<file path="config.mk">
export PLATFORM = sky130hd
export DESIGN_NAME = ldc_load_driver_control
export DESIGN_NICKNAME = d
export VERILOG_FILES = /design/src/shared/ldc_pkg.sv /design/src/hw/ldc_pwm_channel.sv /design/src/hw/ldc_load_driver_control.sv
export VERILOG_INCLUDE_DIRS = /design/src /design/src/shared
export SDC_FILE = /design/constraint.sdc
export NUM_CORES = 1
export LEC_CHECK = 0
export BUFFER_PORTS_ARGS = -buffer_cell sky130_fd_sc_hd__buf_4
export CAP_MARGIN = 20
export CORE_MARGIN = 2
export CORE_UTILIZATION = 55
export CTS_BUF_LIST = sky130_fd_sc_hd__clkbuf_8
export CTS_CLUSTER_SIZE = 40
export DETAILED_ROUTE_END_ITERATION = 12
export GPL_TIMING_DRIVEN = 0
export PLACE_DENSITY = 0.73
export REMOVE_ABC_BUFFERS = 1
export SYNTH_ARGS = -nofsm -noshare
export SYNTH_HDL_FRONTEND = slang
export SYNTH_SLANG_ARGS = --single-unit
</file>
<file path="constraint.sdc">
create_clock -name clk -period 17.2 [get_ports clk]
set_input_delay 2.58 -clock clk [delete_from_list [all_inputs] [get_ports clk]]
set_output_delay 2.58 -clock clk [all_outputs]
set_load 0.005 [all_outputs]
</file>
<file path="src/shared/ldc_defines.svh">
// Constants and timing figures of the load driver control block
`ifndef LDC_DEFINES_SVH
`define LDC_DEFINES_SVH

// Core clock
`define LDC_CLK_MHZ          50
`define LDC_CLK_KHZ          50000

// Over-current filter of standard outputs and relay drivers
`define LDC_T_OC_US          60
`define LDC_OC_CYC           (`LDC_T_OC_US * `LDC_CLK_MHZ)
// Over-current blanking and auto-recovery pause of the strong output
`define LDC_T_STRONG_OC_US   120
`define LDC_T_RECOVER_US     400
`define LDC_STRONG_OC_CYC    (`LDC_T_STRONG_OC_US * `LDC_CLK_MHZ)
`define LDC_RECOVER_CYC      (`LDC_T_RECOVER_US * `LDC_CLK_MHZ)

// Slow timer: 0.5 s steps, on time 10 ms or 20 ms
`define LDC_T_SLOW_STEP_MS   500
`define LDC_T_SLOW_ON1_MS    10
`define LDC_T_SLOW_ON2_MS    20
`define LDC_SLOW_STEP_CYC    (`LDC_T_SLOW_STEP_MS * `LDC_CLK_KHZ)
// On times as fractions of one step, so a shortened step keeps the ratio
`define LDC_SLOW_ON1_DIV     (`LDC_T_SLOW_STEP_MS / `LDC_T_SLOW_ON1_MS)
`define LDC_SLOW_ON2_DIV     (`LDC_T_SLOW_STEP_MS / `LDC_T_SLOW_ON2_MS)

// Fast timer: 10 ms steps up to 200 ms, on time 100 us, 200 us or 1 ms
`define LDC_T_FAST_STEP_MS   10
`define LDC_FAST_MAX_SEL     5'h13
`define LDC_T_FAST_ON1_US    100
`define LDC_T_FAST_ON2_US    200
`define LDC_T_FAST_ON3_US    1000
`define LDC_FAST_STEP_CYC    (`LDC_T_FAST_STEP_MS * `LDC_CLK_KHZ)
`define LDC_T_FAST_STEP_US   (`LDC_T_FAST_STEP_MS * 1000)
`define LDC_FAST_ON1_DIV     (`LDC_T_FAST_STEP_US / `LDC_T_FAST_ON1_US)
`define LDC_FAST_ON2_DIV     (`LDC_T_FAST_STEP_US / `LDC_T_FAST_ON2_US)
`define LDC_FAST_ON3_DIV     (`LDC_T_FAST_STEP_US / `LDC_T_FAST_ON3_US)

// PWM prescaler steps per duty slot, one per base frequency
`define LDC_PWM_STEP0_CYC    3906
`define LDC_PWM_STEP1_CYC    1953
`define LDC_PWM_LAST_PHASE   7'h7F

// Channel layout of the sense and flag vectors
`define LDC_STRONG_IDX       4
`define LDC_FAILSAFE_IDX     2
`define LDC_FS_MASK          4'hB

`endif

</file>
<file path="src/shared/ldc_pkg.sv">
// Types shared by the load driver control block
package ldc_pkg;

  typedef enum logic [2:0] {
    MODE_NORMAL  = 3'h0,
    MODE_STANDBY = 3'h1,
    MODE_SLEEP   = 3'h2,
    MODE_FORCED  = 3'h3,
    MODE_FLASH   = 3'h4
  } ldc_mode_t;

  typedef enum logic [1:0] {
    DRV_OFF      = 2'h0,
    DRV_ON       = 2'h1,
    DRV_PERIODIC = 2'h2,
    DRV_PWM      = 2'h3
  } ldc_drv_mode_t;

  // Settings of one output
  typedef struct packed {
    ldc_drv_mode_t mode;
    logic          timerFast;
    logic [6:0]    duty;
    logic          freqSel;
  } ldc_chan_cfg_t;

  // Whole settings word delivered at the end of a frame
  typedef struct packed {
    ldc_chan_cfg_t [4:0] hs;
    ldc_chan_cfg_t [1:0] ls;
    logic                lowOhm;
    logic                failSafeDisconnect;
    logic                strongOutAutoRecoverEn;
    logic                inhibitForceOff;
    logic [2:0]          slowPeriod;
    logic                slowOnLong;
    logic [4:0]          fastPeriod;
    logic [1:0]          fastOn;
  } ldc_cfg_t;

  typedef struct packed {
    logic [3:0] hsOut;
    logic       strongHighSideOut;
    logic [1:0] lowSideRelayDrivers;
    logic       inhibitOutput;
  } ldc_drv_t;

  typedef struct packed {
    logic [6:0] oc;
    logic [4:0] ul;
  } ldc_flags_t;

  typedef struct packed {
    logic [11:0] stepCnt;
    logic [6:0]  phase;
    logic        on;
  } ldc_pwm_state_t;

  typedef struct packed {
    logic [11:0]      s1;
    logic [11:0]      s2;
    logic [11:0]      s3;
    logic [11:0]      lvl;
    ldc_cfg_t         cfg;
    logic             cfgWritten;
    logic             shut;
    logic [6:0][14:0] ocCnt;
    ldc_flags_t       flags;
    logic             recovering;
    logic [14:0]      recovCnt;
    logic [27:0]      slowCnt;
    logic [27:0]      fastCnt;
    ldc_drv_t         drv;
  } ldc_state_t;

endpackage : ldc_pkg

</file>
<file path="src/hw/ldc_pwm_channel.sv">
// One PWM channel: 128 duty slots per base period
`timescale 1ns/1ps
`default_nettype none
`include "ldc_defines.svh"

module ldc_pwm_channel #(
  parameter logic [11:0] STEP0_CYC = 12'(`LDC_PWM_STEP0_CYC),
  parameter logic [11:0] STEP1_CYC = 12'(`LDC_PWM_STEP1_CYC)
) (
  // Clock and reset
  input  wire logic       clk,
  input  wire logic       rst,
  // Settings
  input  wire logic       freqSel,
  input  wire logic [6:0] duty,
  // Output
  output logic            pwmOn
);
  import ldc_pkg::*;

  ldc_pwm_state_t q;
  ldc_pwm_state_t n;
  logic [11:0]    stepLast;

  ////////////////////////////////////////////////////////////////////
  // Slot prescaler and phase; duty zero never matches, so stays off
  always_comb begin
    n = q;
    stepLast = (freqSel ? STEP1_CYC : STEP0_CYC) - 12'h001;
    if (q.stepCnt >= stepLast) begin
      n.stepCnt = 12'h000;
      n.phase   = q.phase + 7'h01;
    end else begin
      n.stepCnt = q.stepCnt + 12'h001;
    end
    n.on = (q.phase < duty);
  end

  always_ff @(posedge clk or posedge rst) begin
    if (rst) begin
      q <= '0;
    end else begin
      q <= n;
    end
  end

  assign pwmOn = q.on;
endmodule : ldc_pwm_channel
`default_nettype wire

</file>
<file path="src/hw/ldc_load_driver_control.sv">
// Load driver control: high-side, relay and inhibit drivers
`timescale 1ns/1ps
`default_nettype none
`include "ldc_defines.svh"

module ldc_load_driver_control #(
  parameter int unsigned STRONG_OC_CYC = `LDC_STRONG_OC_CYC,
  parameter int unsigned RECOVER_CYC   = `LDC_RECOVER_CYC,
  parameter int unsigned SLOW_STEP_CYC = `LDC_SLOW_STEP_CYC,
  // On times follow their step by default; overriding a step alone scales
  // the whole timer, which keeps on time below the period
  parameter int unsigned SLOW_ON1_CYC  = SLOW_STEP_CYC / `LDC_SLOW_ON1_DIV,
  parameter int unsigned SLOW_ON2_CYC  = SLOW_STEP_CYC / `LDC_SLOW_ON2_DIV,
  parameter int unsigned FAST_STEP_CYC = `LDC_FAST_STEP_CYC,
  parameter int unsigned FAST_ON1_CYC  = FAST_STEP_CYC / `LDC_FAST_ON1_DIV,
  parameter int unsigned FAST_ON2_CYC  = FAST_STEP_CYC / `LDC_FAST_ON2_DIV,
  parameter int unsigned FAST_ON3_CYC  = FAST_STEP_CYC / `LDC_FAST_ON3_DIV
) (
  // Clock and reset
  input  wire logic              clk,
  input  wire logic              rst,
  // Device state
  input  wire ldc_pkg::ldc_mode_t devMode,
  input  wire logic              cyclicSenseActive,
  input  wire logic              failSafeSignal,
  input  wire logic              thermalShutdown2,
  // Settings from the serial port
  input  wire logic              spiFrameDone,
  input  wire ldc_pkg::ldc_cfg_t spiCfg,
  // Supervision
  input  wire logic              wdFail,
  input  wire logic              wdGoodTrigger,
  input  wire logic              mainRegulatorUnderVolt,
  // Comparator pins: over-current 6:0, under-load 4:0
  input  wire logic [6:0]        ocSense,
  input  wire logic [4:0]        ulSense,
  // Read-and-clear strobes
  input  wire ldc_pkg::ldc_flags_t flagClear,
  // Outputs
  output ldc_pkg::ldc_drv_t      drivers,
  output ldc_pkg::ldc_flags_t    flags,
  output logic                   hsSelectableLowOhm
);
  import ldc_pkg::*;

  ldc_state_t  q;
  ldc_state_t  n;
  logic [6:0]  pwmOn;
  logic        normalish;
  logic        pwmOk;
  logic        notForced;
  logic [27:0] slowPer;
  logic [27:0] fastPer;
  logic [27:0] slowOnCyc;
  logic [27:0] fastOnCyc;
  logic        slowWin;
  logic        fastWin;
  logic [4:0]  fastSel;
  logic [4:0]  hsWant;
  logic [1:0]  lsWant;
  logic [6:0]  drvOn;
  logic [6:0]  ocTrip;
  logic [14:0] ocLimit;

  ////////////////////////////////////////////////////////////////////
  // Helpers

  // Free-running period counter that wraps at the period length
  function automatic logic [27:0] nextCnt(input logic [27:0] cnt,
                                          input logic [27:0] per);
    nextCnt = (cnt >= per - 28'h1) ? 28'h0 : cnt + 28'h1;
  endfunction : nextCnt

  // Request of one high-side output from its settings
  function automatic logic hsRequest(input ldc_chan_cfg_t c,
                                     input logic pwm);
    logic r;
    r = 1'b0;
    unique case (c.mode)
      DRV_OFF:      r = 1'b0;
      DRV_ON:       r = notForced;
      DRV_PERIODIC: r = notForced && (c.timerFast ? fastWin : slowWin);
      DRV_PWM:      r = pwmOk && pwm;
    endcase
    return r;
  endfunction : hsRequest

  ////////////////////////////////////////////////////////////////////
  // PWM channels: 0-3 standard, 4 strong, 5-6 relay

  for (genvar i = 0; i < 7; i++) begin : g_pwm
    ldc_chan_cfg_t c;
    // Split by generate so no branch indexes outside its array
    if (i < 5) begin : g_hs
      assign c = q.cfg.hs[i];
    end else begin : g_ls
      assign c = q.cfg.ls[i - 5];
    end
    ldc_pwm_channel u_pwm (
      .clk     (clk),
      .rst     (rst),
      .freqSel (c.freqSel),
      .duty    (c.duty),
      .pwmOn   (pwmOn[i])
    );
  end

  ////////////////////////////////////////////////////////////////////
  // Mode qualifiers; flash mode drives loads like normal mode
  always_comb begin
    normalish = (devMode == MODE_NORMAL) || (devMode == MODE_FLASH);
    notForced = (devMode != MODE_FORCED);
    // protection and PWM share the same mode window
    pwmOk = normalish ||
            (((devMode == MODE_STANDBY) || (devMode == MODE_SLEEP)) &&
             cyclicSenseActive);
  end

  // Wake timer periods and on windows
  always_comb begin
    // slow timer steps of 0.5 s
    slowPer   = 28'((32'(q.cfg.slowPeriod) + 32'h1) * SLOW_STEP_CYC);
    slowOnCyc = q.cfg.slowOnLong ? 28'(SLOW_ON2_CYC) : 28'(SLOW_ON1_CYC);
    slowWin   = (q.slowCnt < slowOnCyc);
    // fast timer steps of 10 ms, clamped at 200 ms
    fastSel   = (q.cfg.fastPeriod > `LDC_FAST_MAX_SEL) ?
                `LDC_FAST_MAX_SEL : q.cfg.fastPeriod;
    fastPer   = 28'((32'(fastSel) + 32'h1) * FAST_STEP_CYC);
    unique case (q.cfg.fastOn)
      2'h0:    fastOnCyc = 28'(FAST_ON1_CYC);
      2'h1:    fastOnCyc = 28'(FAST_ON2_CYC);
      default: fastOnCyc = 28'(FAST_ON3_CYC);
    endcase
    fastWin = (q.fastCnt < fastOnCyc);
  end

  // Output requests before protection gating
  always_comb begin
    // strong output uses the same states
    for (int i = 0; i < 5; i++) begin
      hsWant[i] = hsRequest(q.cfg.hs[i], pwmOn[i]);
    end
    // relay drivers act in normal and flash modes only
    for (int j = 0; j < 2; j++) begin
      unique case (q.cfg.ls[j].mode)
        DRV_ON:  lsWant[j] = normalish;
        DRV_PWM: lsWant[j] = normalish && pwmOn[j + 5];
        default: lsWant[j] = 1'b0;
      endcase
    end
  end

  ////////////////////////////////////////////////////////////////////
  // Next state
  always_comb begin
    n = q;

    // Three-stage sampler; a level counts once stages two and three agree
    n.s1  = {ulSense, ocSense};
    n.s2  = q.s1;
    n.s3  = q.s2;
    n.lvl = (~(q.s2 ^ q.s3) & q.s3) | ((q.s2 ^ q.s3) & q.lvl);

    // settings take effect when the frame completes
    if (spiFrameDone) begin
      n.cfg = spiCfg;
      // high-side outputs released only by a write in normal or flash mode
      if (normalish) begin
        n.cfgWritten = 1'b1;
      end
    end

    // fault shuts all drivers but inhibit and the undisconnected fail-safe level, good trigger restores
    if (wdFail || mainRegulatorUnderVolt) begin
      n.shut = 1'b1;
    end else if (wdGoodTrigger) begin
      n.shut = 1'b0;
    end

    // Wake timers run continuously
    n.slowCnt = nextCnt(q.slowCnt, slowPer);
    n.fastCnt = nextCnt(q.fastCnt, fastPer);

    // Over-current filters; a driver that is off cannot trip
    drvOn  = {q.drv.lowSideRelayDrivers, q.drv.strongHighSideOut, q.drv.hsOut};
    ocTrip = '0;
    for (int i = 0; i < 7; i++) begin
      ocLimit = (i == `LDC_STRONG_IDX) ? 15'(STRONG_OC_CYC) : 15'(`LDC_OC_CYC);
      // filters run only where protection is active
      if (drvOn[i] && q.lvl[i] && ((i < 5) ? pwmOk : normalish)) begin
        if (q.ocCnt[i] >= ocLimit - 15'h1) begin
          ocTrip[i]  = 1'b1;
          n.ocCnt[i] = 15'h0;
        end else begin
          n.ocCnt[i] = q.ocCnt[i] + 15'h1;
        end
      end else begin
        n.ocCnt[i] = 15'h0;
      end
    end

    if (q.recovering) begin
      if (q.recovCnt >= 15'(RECOVER_CYC) - 15'h1) begin
        n.recovering = 1'b0;
      end
      n.recovCnt = q.recovCnt + 15'h1;
    end
    if (ocTrip[`LDC_STRONG_IDX] && q.cfg.strongOutAutoRecoverEn) begin
      n.recovering = 1'b1;
      n.recovCnt   = 15'h0;
      ocTrip[`LDC_STRONG_IDX] = 1'b0;
    end

    // over-current flags; a set in the clear cycle wins
    n.flags.oc = (q.flags.oc & ~flagClear.oc) | ocTrip;

    // under-load flags only while the output is on
    for (int i = 0; i < 5; i++) begin
      if (drvOn[i] && pwmOk && q.lvl[i + 7]) begin
        n.flags.ul[i] = 1'b1;
      end else if (flagClear.ul[i]) begin
        n.flags.ul[i] = 1'b0;
      end
    end

    // Driver outputs, gated by shutdown and flags; high-side ones also by the write hold
    for (int i = 0; i < 4; i++) begin
      n.drv.hsOut[i] = hsWant[i] && q.cfgWritten && !q.shut &&
                       !q.flags.oc[i];
    end
    // third output shows the fail-safe level until disconnected
    if (!q.cfg.failSafeDisconnect) begin
      n.drv.hsOut[`LDC_FAILSAFE_IDX] = failSafeSignal && notForced;
    end
    n.drv.strongHighSideOut = hsWant[`LDC_STRONG_IDX] && q.cfgWritten &&
                              !q.shut && !q.recovering &&
                              !q.flags.oc[`LDC_STRONG_IDX];
    for (int j = 0; j < 2; j++) begin
      n.drv.lowSideRelayDrivers[j] = lsWant[j] && !q.shut &&
                                     !q.flags.oc[j + 5];
    end

    // inhibit follows normal and flash modes unless forced off
    // only the second thermal shutdown turns it off
    n.drv.inhibitOutput = normalish && !q.cfg.inhibitForceOff &&
                          !thermalShutdown2;

    if (devMode == MODE_FORCED) begin
      n.drv = '0;
    end
  end

  // State register
  always_ff @(posedge clk or posedge rst) begin
    if (rst) begin
      q <= '0;
    end else begin
      q <= n;
    end
  end

  ////////////////////////////////////////////////////////////////////
  // Outputs, all from flip-flops

  // strength select, normal-ohmic after reset; also sets load threshold
  assign hsSelectableLowOhm = q.cfg.lowOhm;
  assign drivers            = q.drv;
  assign flags              = q.flags;
endmodule : ldc_load_driver_control
`default_nettype wire

</file>
After elaboration in Yosys (flattened, before gate mapping)
Index checks and enable logic that the tools add are counted.
{"block": "totals", "ramBits": 0, "rom_bits": 0, "mem_count": 0, "elab_cells": 347, "latch_bits": 0, "out_inout_bits": 21, "reg_bits": 477}
{"block": "classes", "n_mul": 2, "n_eq_ne": 25, "n_div": 0, "mux": 77, "n_shift": 0, "n_reduce_logical": 91, "addsub": 35, "n_lt_le_gt_ge": 27, "bitwise": 8}
{"cell": "$mux 15", "n": 14}
{"cell": "$mux 12", "n": 14}
{"cell": "$add 15x1->15 const B", "n": 8}
{"cell": "$ge 15x12->1 const B", "n": 6}
{"cell": "$add 12x1->12 const B", "n": 7}
{"cell": "$ge 12x12->1", "n": 7}
{"cell": "$sub 12x1->12 const B", "n": 7}
{"cell": "$logic_and 1x1->1", "n": 61}
{"cell": "$add 28x1->28 const B", "n": 2}
{"cell": "$ge 28x28->1", "n": 2}
{"cell": "$mux 28", "n": 2}
{"cell": "$add 7x1->7 const B", "n": 7}
{"cell": "$lt 7x7->1", "n": 7}
{"cell": "$mux 1", "n": 34}
{"cell": "$mux 16", "n": 2}
{"cell": "$pmux 16 s2", "n": 1}
{"cell": "$lt 28x20->1", "n": 1}
{"cell": "$lt 28x28->1", "n": 1}
{"cell": "$sub 28x1->28 const B", "n": 1}
{"cell": "$sub 25x1->26 const B", "n": 1}
{"cell": "$and 12x12->12", "n": 2}
{"cell": "$eq 2x2->1 const B", "n": 12}
{"cell": "$mul 4x19->22 const B", "n": 1}
{"cell": "$mul 6x14->20 const B", "n": 1}
{"cell": "27 further kinds", "n": 64}

Logic depth before layout (Yosys ltp)
Gate-level depths: netlist of the first run.
{"block": "depth", "ltp_word": 11, "ltp_mapped": 30, "ltp_nobuf": 28}

Modules after synthesis
From an unflattened synthesis of the first run, not the netlist that was laid out.
{"block": "hier_totals", "cells_unflattened": 2489, "area_unflattened_um2": 25983.7}
{"module": "ldc_load_driver_control", "cells_per_inst": 1712, "instances": 1, "area_per_inst_um2": 17969.7}
{"module": "ldc_pwm_channel", "cells_per_inst": 111, "instances": 7, "area_per_inst_um2": 1144.8}

Least setup slack after synthesis of the first run
OpenSTA, ideal clock, no wires.
{"block": "synth_timing", "kind": "register to register", "start": "register q[204] (netlist name)", "end": "register q[16] (netlist name)", "arrival_time_ns": 6.599, "slack_ns": 10.529, "synth_period_minus_slack_ns": 6.671, "path_stages_with_launch": 31, "setup_time_ns": 0.073, "cell_sequence": "dfrtp_1 > buf_2 > o21a_1 > nor2_1 > inv_1 > ha_1 > xor2_1 > inv_1 > ha_1 > inv_1 > xnor2_1 > ha_1 > inv_1 > fa_1 > inv_1 > ha_1 > and3_1 > and2_1 > a21oi_2 > xnor2_1 > or3_1 > nor2_1 > xnor2_1 > ha_1 > a21o_1 > a21oi_1 > nor2_1 > a2111oi_0 > o211ai_1 > clkbuf_1 > nor2_1"}
{"element": "start: declaration", "line": "ldc_load_driver_control.sv:46", "source": "ldc_state_t q;"}
{"element": "start signal: assignment", "line": "ldc_load_driver_control.sv:258", "source": "q <= n;"}

==> run metrics, run 1 <==
outcome completed; initial antenna violation count 0; wl on met1 22.6 mm; largest fanout on the critical path 13; CTS Hold Bufs 0; Max Transition Viols Final 0; post-synthesis xor/xnor area fraction 0.0991; slowest stage delay, CP 0.56 ns; cell area after layout between 20000 and 30000 sq um; Final Cycle Share 0.452; Arrival @ worst endpoint ~8.4 ns; CTS resizes 0; Top Ports 149; Min-Delay Path Class reg2reg; Initial DRC Count 995; CTS tree done; PwrDens 104 nW/um^2; fin cells between 3000 and 4000; Avg Cell Area, Syn slightly above 10 sq um; number of flops mapped to enable cells by yosys 0; register area 11900 sq um; number of H-tree levels 3; Die ar. 48500 sq um; root buffer cell clkbuf_8; Mapped Cells 2543; final setup TNS 0 ns; #FFs+latches synth 477; Slew HR 0.390; Post-DP HPWL around 36 mm; Total GRT Usage 0.216; synth warn 0; post-place setup slack approximately 9.4 ns; max layer used met4; diodes inserted 0; crit path max-delay cell type nor2_1; commonest non-fill, non-tap cells in the layout dfrtp_1, nor2_1, ha_1, inv_1, nand2_1; dpl cell area 27500 sq um; post-synthesis compound-gate area fraction 0.0886; initial core utilization 0.555; area share of fa/ha/maj cells after synthesis 0.127; GP Congestion about 0.85; Die Y 220 um; worst hold slack 0.344 ns; Primary FF master, synth dfrtp_1; Max Cap Violations 0; Yosys cell types 84; DRT antenna net count 0; WS Path Type reg2reg; CP Capture Type register; Synth-to-Final Area Change 13.4%; sequential-to-total area share from yosys stat 0.464; wire length per cell 14.9 um; IR drop worst, VDD 0.0635 mV; Final min period 7.78 ns; mapped cell area 25700 sq um; Die W 220 um; clock transition at the registers of the reported paths 0.06 ns; main combinational cell family by area after synthesis simple AND/OR/NAND/NOR gates; layout cells sized above 1 0.127; Final Hold Vio Count 0; detailed-route wire length 50.7 mm; Vias/cell 5.37; met3 WL post-DR 1.54 mm; Fmax 128 MHz; core area 46400 sq um; commonest non-fill, non-tap cell in the layout dfrtp_1; # nets final 3108; Placement Rows 79; Slew @ Worst Pin slightly above 0.9 ns; placed cell count 3263; leak pwr 14.4 nW; Post-Synth Simple-Gate Area 0.164; post-CTS setup buffers 0; total grt overflow 0; Fillers 3806; DRC Markers 0; DR pass1 iterations 5; number of global-route vias before repair 18500; maximum clock path buffer count 3; post-synthesis async set-or-reset flop share 1.00; mux share of post-synthesis cell area 0.0179; Final Setup Violations 0; Critical Path RT 17.79 ns; wire length on met2 25.1 mm; first-pass GRT wire length 86.4 mm; clk_lat worst skew 0.67 ns; pin count of the biggest net entering global routing 123; fin worst setup slack 9.42 ns; number of buffers created by CTS 81; Clock Skew 0.0366 ns; total number of vias 18300; Setup crit start kind register; RSZ-0062 raised after global routing no; multi-input combinational cell area roughly 13000 sq um; clk sinks 477; Port Buffers between 100 and 150
[final timing paths]
kind	startpoint	endpoint	slack (ns)	depth (start not counted)
setup / recovery	q[204]$_DFFE_PP0P_	q[10]$_DFF_PP0_	9.42	29
hold / removal	n[323]$_DFF_PP0_	n[311]$_DFF_PP0_	0.34	0
setup reg to reg	q[204]$_DFFE_PP0P_	q[10]$_DFF_PP0_	9.42	29
max in group asynchronous	rst	q[38]$_DFF_PP0_	13.50	4
hold reg to reg	n[323]$_DFF_PP0_	n[311]$_DFF_PP0_	0.34	0
min in group asynchronous	rst	drivers[0]$_DFF_PP0_	2.11	2
[flip-flops by register name, indices dropped and copies added, names as in the netlist, named ones only]
register	flops
flags	12
q	205
hsSelectableLowOhm	1
g_pwm.c	75
g_pwm.u_pwm.q	133
drivers	8
n	24
g_pwm.u_pwm.pwmOn	7
[layer usage]
metal,GRT usage,vias to the layer above
li1,-,9078
met2,0.368,243
met1,0.277,8882
met5,0,-
met3,0.0367,92
met4,0.0823,0
[kinds of logic after synthesis]
logic type,after synthesis
AOI/OAI and AO/OA,355
xor gates and xnor gates,291
adders and majority gates,252
buffers and inverters,242
DFF,477
muxes,41
other,2
and+or+nand+nor,883
[through the flow]
step | power (W) | util
floorplan | 0.00183 | -
global placement | 0.00200 | 0.589
detailed placement | 0.00203 | 0.594
CTS | 0.00306 | 0.629
global route | 0.00323 | 0.629
finish | 0.00302 | 0.629
[synth_stat cells (5+ instances only)]
library cell	count	share of area
o21a_1	6	0.0018
nor2_1	314	0.046
o21ai_0	117	0.023
nor4_1	15	0.0036
or2_2	9	0.0022
dfrtp_1	477	0.46
a31oi_1	8	0.0019
clkbuf_1	43	0.0063
fa_1	18	0.014
o21ai_1	5	0.00097
nor2b_1	10	0.0024
maj3_1	12	0.0047
mux2_2	40	0.018
o21bai_1	7	0.0020
nor3_1	39	0.0076
a2111oi_0	8	0.0027
and4_1	14	0.0048
nand2_1	178	0.026
nand3_1	116	0.023
nand4_1	72	0.018
and3_1	52	0.013
xor2_1	145	0.049
a211oi_1	8	0.0023
a21o_1	69	0.020
a21oi_1	73	0.014
buf_4	21	0.0061
nand3b_1	7	0.0020
nand2b_1	15	0.0036
and2_1	5	0.0012
xnor2_1	146	0.050
ha_1	222	0.11
or3_1	11	0.0027
inv_1	170	0.025
[power breakdown]
part	total [W]	internal, W	switching [W]	leakage, nW
sequential	0.00121	0.00117	0.0000404	6.10
clock	0.00101	0.000551	0.000459	0.937
combinational	0.000802	0.000345	0.000457	7.32
[area by class of cell]
cell class,instances,area share
tap,607,0.0261
sequential,477,0.409
timing repair buffer,161,0.0451
inverter,170,0.0221
clock inverter,45,0.00910
clock buffer,99,0.0467
multi-input combinational,1849,0.441
[worst max-delay path: cells and delay by family (launching register included)]
family	cells	cell delay, ns
adders and majority gates	6	2.16
and+or+nand+nor	9	2.07
AOI/OAI and AO/OA	4	1.24
buffers and inverters	7	1.05
xor gates and xnor gates	3	0.70
DFF	1	0.46
No activity file was read; power rests on OpenSTA's default activity.
==> inputs of run 2 (changes only) <==
--- a/config.mk
+++ b/config.mk
@@ -14,7 +14,7 @@
 export CTS_CLUSTER_SIZE = 40
 export DETAILED_ROUTE_END_ITERATION = 12
 export GPL_TIMING_DRIVEN = 0
-export PLACE_DENSITY = 0.73
+export PLACE_DENSITY = 0.76
 export REMOVE_ABC_BUFFERS = 1
 export SYNTH_ARGS = -nofsm -noshare
 export SYNTH_HDL_FRONTEND = slang
==> constraint.sdc (replaced) <==
create_clock -name clk -period 6.25 [get_ports clk]
set_input_delay 0.9375 -clock clk [delete_from_list [all_inputs] [get_ports clk]]
set_output_delay 0.9375 -clock clk [all_outputs]
set_load 0.005 [all_outputs]
==> run 2 against run 1 <==
Core utilization is 0.93 points higher. Design area grew 1.5%. Clock skew grew 0.0091 ns. Die area is the same. Global-route usage rose by 0.58 points. Hold slack better by 0.0033 ns. Fmax grew 29%. Critical path depth fell by 1. Sequential share of layout area fell by 0.58 points. Critical path type unchanged. Highest routed layer unchanged.
==> run metrics, run 2 (synthesis gave the netlist of run 1 again) <==
detailed-route wire length 52.5 mm; Final Hold Vio Count 0; Slew HR 0.347; commonest non-fill, non-tap cells in the layout dfrtp_1, nor2_1, ha_1, inv_1, nand2_1; clk_lat worst skew approximately 0.67 ns; clk sinks 477; wire length per cell 15.3 um; slowest stage delay, CP 0.50 ns; Final min period 6.02 ns; total grt overflow 0; GP Congestion ~0.87; commonest non-fill, non-tap cell in the layout dfrtp_1; Largest register FFs 205; core area 46400 sq um; crit path max-delay cell type fa_1; layout cells sized above 1 0.150; Critical Path RT 6.82 ns; Vias/cell 5.41; number of global-route vias before repair 18900; total number of vias 18500; Fillers 3625; Clock Skew 0.0457 ns; Min-Delay Path Class reg2reg; register area 11900 sq um; PwrDens between 200 and 300 nW/um^2; Max Transition Viols Final 0; fin cells 3424; DRC Markers 0; Final Setup Violations 0; number of H-tree levels 3; Setup crit start kind register; Tot Pwr about 0.0085 W; Port Buffers 146; maximum clock path buffer count 3; Die Y 220 um; root buffer cell clkbuf_8; Synth-to-Final Area Change 15.1%; DR pass1 iterations 4; post-place setup slack -1.39 ns; largest fanout on the critical path 7; clock transition at the registers of the reported paths 0.07 ns; placed cell count 3263; CTS tree done; Arrival @ worst endpoint 6.59 ns; Die ar. 48500 sq um; DRT antenna net count 0; Fmax 166 MHz; final setup TNS 0 ns; Total GRT Usage 0.222; Max Cap Violations 0; Die W around 220 um; diodes inserted 0; Slew @ Worst Pin 0.975 ns; Final Cycle Share 0.963; number of buffers created by CTS 80; Top reg by flops q; multi-input combinational cell area 13200 sq um; outcome completed; Post-DP HPWL between 30 and 40 mm; IR drop worst, VDD 0.233 mV; pin count of the biggest net entering global routing roughly 140; leak pwr 14.5 nW; CP Capture Type register; initial core utilization 0.555; Placement Rows 79; WS Path Type reg2reg; # nets final around 3100; Top Ports between 100 and 150; Initial DRC Count 986; first-pass GRT wire length 88.9 mm; initial antenna violation count 1; fin worst setup slack between 0.2 and 0.25 ns
==> run 2: cell count changes in the layout (fill, tap and decap cells not counted), sizes merged <==
| cell | delta |
|---|---|
| clkinv | -5 |
| clkinvlp | +2 |
| buf | +24 |
| clkbuf | +2 |
| inv | -6 |
| bufinv | -1 |
==> run 2: where the power goes <==
part           internal, W  total (W)  switching, W
logic              0.00111    0.00248       0.00138
registers          0.00322    0.00334      0.000111
clock network      0.00147    0.00270       0.00123
==> run 2: final cells by class <==
class                           count  share of cell area
Sequential cell                   477               0.404
Inverter                          170              0.0219
Timing Repair Buffer              186              0.0510
Tap cell                          607              0.0257
Multi-Input combinational cell   1849               0.445
Clock buffer                      100              0.0465
Clock inverter                     35             0.00617
==> run 2: through the flow <==
step | hold WS [ns] | instance area, sq um | util
2_1_floorplan | 0.331 | 25400 | -
3_5_place_dp | 0.336 | 27500 | 0.594
3_3_place_gp | 0.334 | 27300 | 0.589
4_1_cts | 0.329 | 29300 | 0.631
6_report | 0.347 | 29600 | 0.638
5_1_grt | 0.341 | 29600 | 0.638
==> run 2: path summary, 6_finish.rpt <==
path	slack [ns]	depth (start not counted)	endpoint	from
max in group asynchronous	3.58	5	g_pwm[2].u_pwm.q[12]$_DFF_PP0_	rst
min reg2reg	0.35	0	n[304]$_DFF_PP0_	n[316]$_DFF_PP0_
max reg2reg	0.23	28	q[25]$_DFF_PP0_	q[203]$_DFFE_PP0P_
min	0.35	0	n[304]$_DFF_PP0_	n[316]$_DFF_PP0_
min in group asynchronous	0.44	2	q[156]$_DFF_PP0_	rst
max	0.23	28	q[25]$_DFF_PP0_	q[203]$_DFFE_PP0P_
==> run 2: layer usage <==
metal	wire (um)	share of wire	GRT usage	vias to the layer above
met5	0	0	0	-
met4	1420	0.027	0.0734	0
met3	1680	0.032	0.0425	107
met2	26100	0.50	0.380	258
met1	23300	0.44	0.284	9057
li1	-	-	-	9112
==> run 2: critical path: cells and delay by family, from the launching register on <==
kind            cells  cell delay (ns)
compound gates      7             1.37
xor+xnor            1             0.07
fa+ha+maj           6             2.13
buf+inv             6             0.66
flops               1             0.43
mux                 1             0.25
simple gates        7             0.99
==> run 2: repair_timing <==
item                       CTS  global route
setup endpoints to repair   56            56
gates resized for setup     30            39
cloned                       1             1
buffers inserted             7            16
hold buffers                 0             0
pin swaps                    3            14
==> inputs of run 3 (changes only) <==
--- a/config.mk
+++ b/config.mk
@@ -14,7 +14,7 @@
 export CTS_CLUSTER_SIZE = 40
 export DETAILED_ROUTE_END_ITERATION = 12
 export GPL_TIMING_DRIVEN = 0
-export PLACE_DENSITY = 0.76
+export PLACE_DENSITY_LB_ADDON = 0.25
 export REMOVE_ABC_BUFFERS = 1
 export SYNTH_ARGS = -nofsm -noshare
 export SYNTH_HDL_FRONTEND = slang
==> run 3 against run 2 <==
Critical path type unchanged. Hold slack got worse by 0.0085 ns. Cell count did not move. First-iteration DRC count rose by 11%. Setup slack improved by 0.045 ns. Core utilization rose by 0.073 points. Design area rose by 0.11%. Highest routed layer unchanged. Total power rose by 0.96%.
==> run metrics, run 3 (synthesis gave the netlist of run 1 again) <==
CP Capture Type register; WS Path Type reg2reg; Vias/cell 5.44; Slew @ Worst Pin around 0.97 ns; Clock Skew 0.0266 ns; DRC Markers 0; Top Ports 149; Max Cap Violations 0; largest fanout on the critical path 10; number of buffers created by CTS slightly above 80; Arrival @ worst endpoint between 6 and 7 ns; Die ar. 48500 sq um; Synth-to-Final Area Change 15.2%; diodes inserted 0; Min-Delay Path Class reg2reg; Top reg by flops q; initial core utilization 0.555; Final Hold Vio Count 0; Worst Setup SP q[203]$_DFFE_PP0P_; slowest stage delay, CP roughly 0.55 ns; Die W 220 um; CTS tree done; Slew HR 0.352; IR drop worst, VDD 0.212 mV; number of H-tree levels 3; clock transition at the registers of the reported paths 0.06 ns; wire length per cell 15.3 um; Die Y 220 um; commonest non-fill, non-tap cells in the layout dfrtp_1, nor2_1, ha_1, inv_1, nand2_1; maximum clock path buffer count 3; number of global-route vias before repair 18800; Final Cycle Share 0.956; initial antenna violation count 0; Initial DRC Count 1095; RSZ-0062 raised after global routing no; CTS Hold Bufs 0; Largest register FFs 205; Setup crit start kind register; DRT antenna net count 0; Max Transition Viols Final 0; outcome completed; Final Setup Violations 0; DR pass1 iterations 7; GP Congestion 0.870; layout cells sized above 1 0.147; Final min period 5.97 ns; clk_lat worst skew 0.66 ns; # nets final 3128; total number of vias 18600; first-pass GRT wire length 88.7 mm; crit path max-delay cell type fa_1; root buffer cell clkbuf_8; core area 46400 sq um; commonest non-fill, non-tap cell in the layout dfrtp_1; total grt overflow 0; Critical Path RT 6.82 ns; pin count of the biggest net entering global routing 131; Tot Pwr 0.00860 W; fin util 0.639; Placement Rows roughly 80; Fmax roughly 170 MHz; hold path startpoint n[316]$_DFF_PP0_; Total GRT Usage 0.222; clk sinks around 480; leak pwr 14.5 nW; PwrDens 290 nW/um^2; detailed-route wire length between 50 and 60 mm; Port Buffers 146; Post-DP HPWL between 30 and 40 mm; Reg2Reg Launch Point q[203]$_DFFE_PP0P_
[run 3: path summary, 6_finish.rpt]
check / to / cells after the start / slack (ns)
setup / recovery: q[24]$_DFF_PP0_ / 28 / 0.28
hold / removal: n[304]$_DFF_PP0_ / 0 / 0.34
setup reg to reg: q[24]$_DFF_PP0_ / 28 / 0.28
hold reg to reg: n[304]$_DFF_PP0_ / 0 / 0.34
max in group asynchronous: q[204]$_DFFE_PP0P_ / 4 / 4.64
min in group asynchronous: q[314]$_DFF_PP0_ / 2 / 0.35
[run 3: stage by stage]
stage                     instances  setup WS [ns]  setup TNS, ns  area, sq um  hold WS (ns)
final                          3424          0.277              0        29600         0.339
after global routing           3424        0.00128              0        29600         0.346
after CTS                      3413         0.0242              0        29400         0.301
after detailed placement       3264          -1.68         -56.28        27500         0.335
after global placement         3249         -12.67       -6090.35        27300         0.333
after floorplan                2496          -8.00       -3832.29        25400         0.331
[run 3: critical path: cells and delay by family, from the launching register on]
family / cells / cell delay [ns]
adder cells (fa/ha/maj): 6 / 2.12
AO/OA/AOI/OAI: 7 / 1.39
AND/OR/NAND/NOR: 7 / 0.99
buffers and inverters: 6 / 0.61
flip-flops: 1 / 0.41
multiplexers: 1 / 0.25
XOR/XNOR: 1 / 0.13
[run 3: layout make-up]
class	count	area (sq um)
sequential	477	11900
timing repair buffer	179	1490
clock inverter	38	244
multi-input combinational	1849	13100
inverter	170	649
clock buffer	104	1430
fill	3656	16700
tap	607	759
[run 3: what timing repair did]
action	in CTS	in global routing
pin swaps	5	12
endpoints found under the setup margin	56	56
buffers inserted	7	10
gates resized for setup	26	31
[run 3: power by group]
part / internal [W] / switching (W) / leakage, nW / total, W
sequential: 0.00322 / 0.000113 / 6.09 / 0.00334
combinational: 0.00107 / 0.00132 / 7.44 / 0.00239
clock: 0.00161 / 0.00126 / 0.949 / 0.00287
total: 0.00590 / 0.00270 / 14.5 / 0.00860
[run 3: metal layers]
layer	vias up	part of all wire	track usage
met5	-	0	0
met4	0	0.028	0.0819
met3	101	0.033	0.0384
met2	303	0.50	0.379
met1	9104	0.44	0.285
li1	9108	-	-
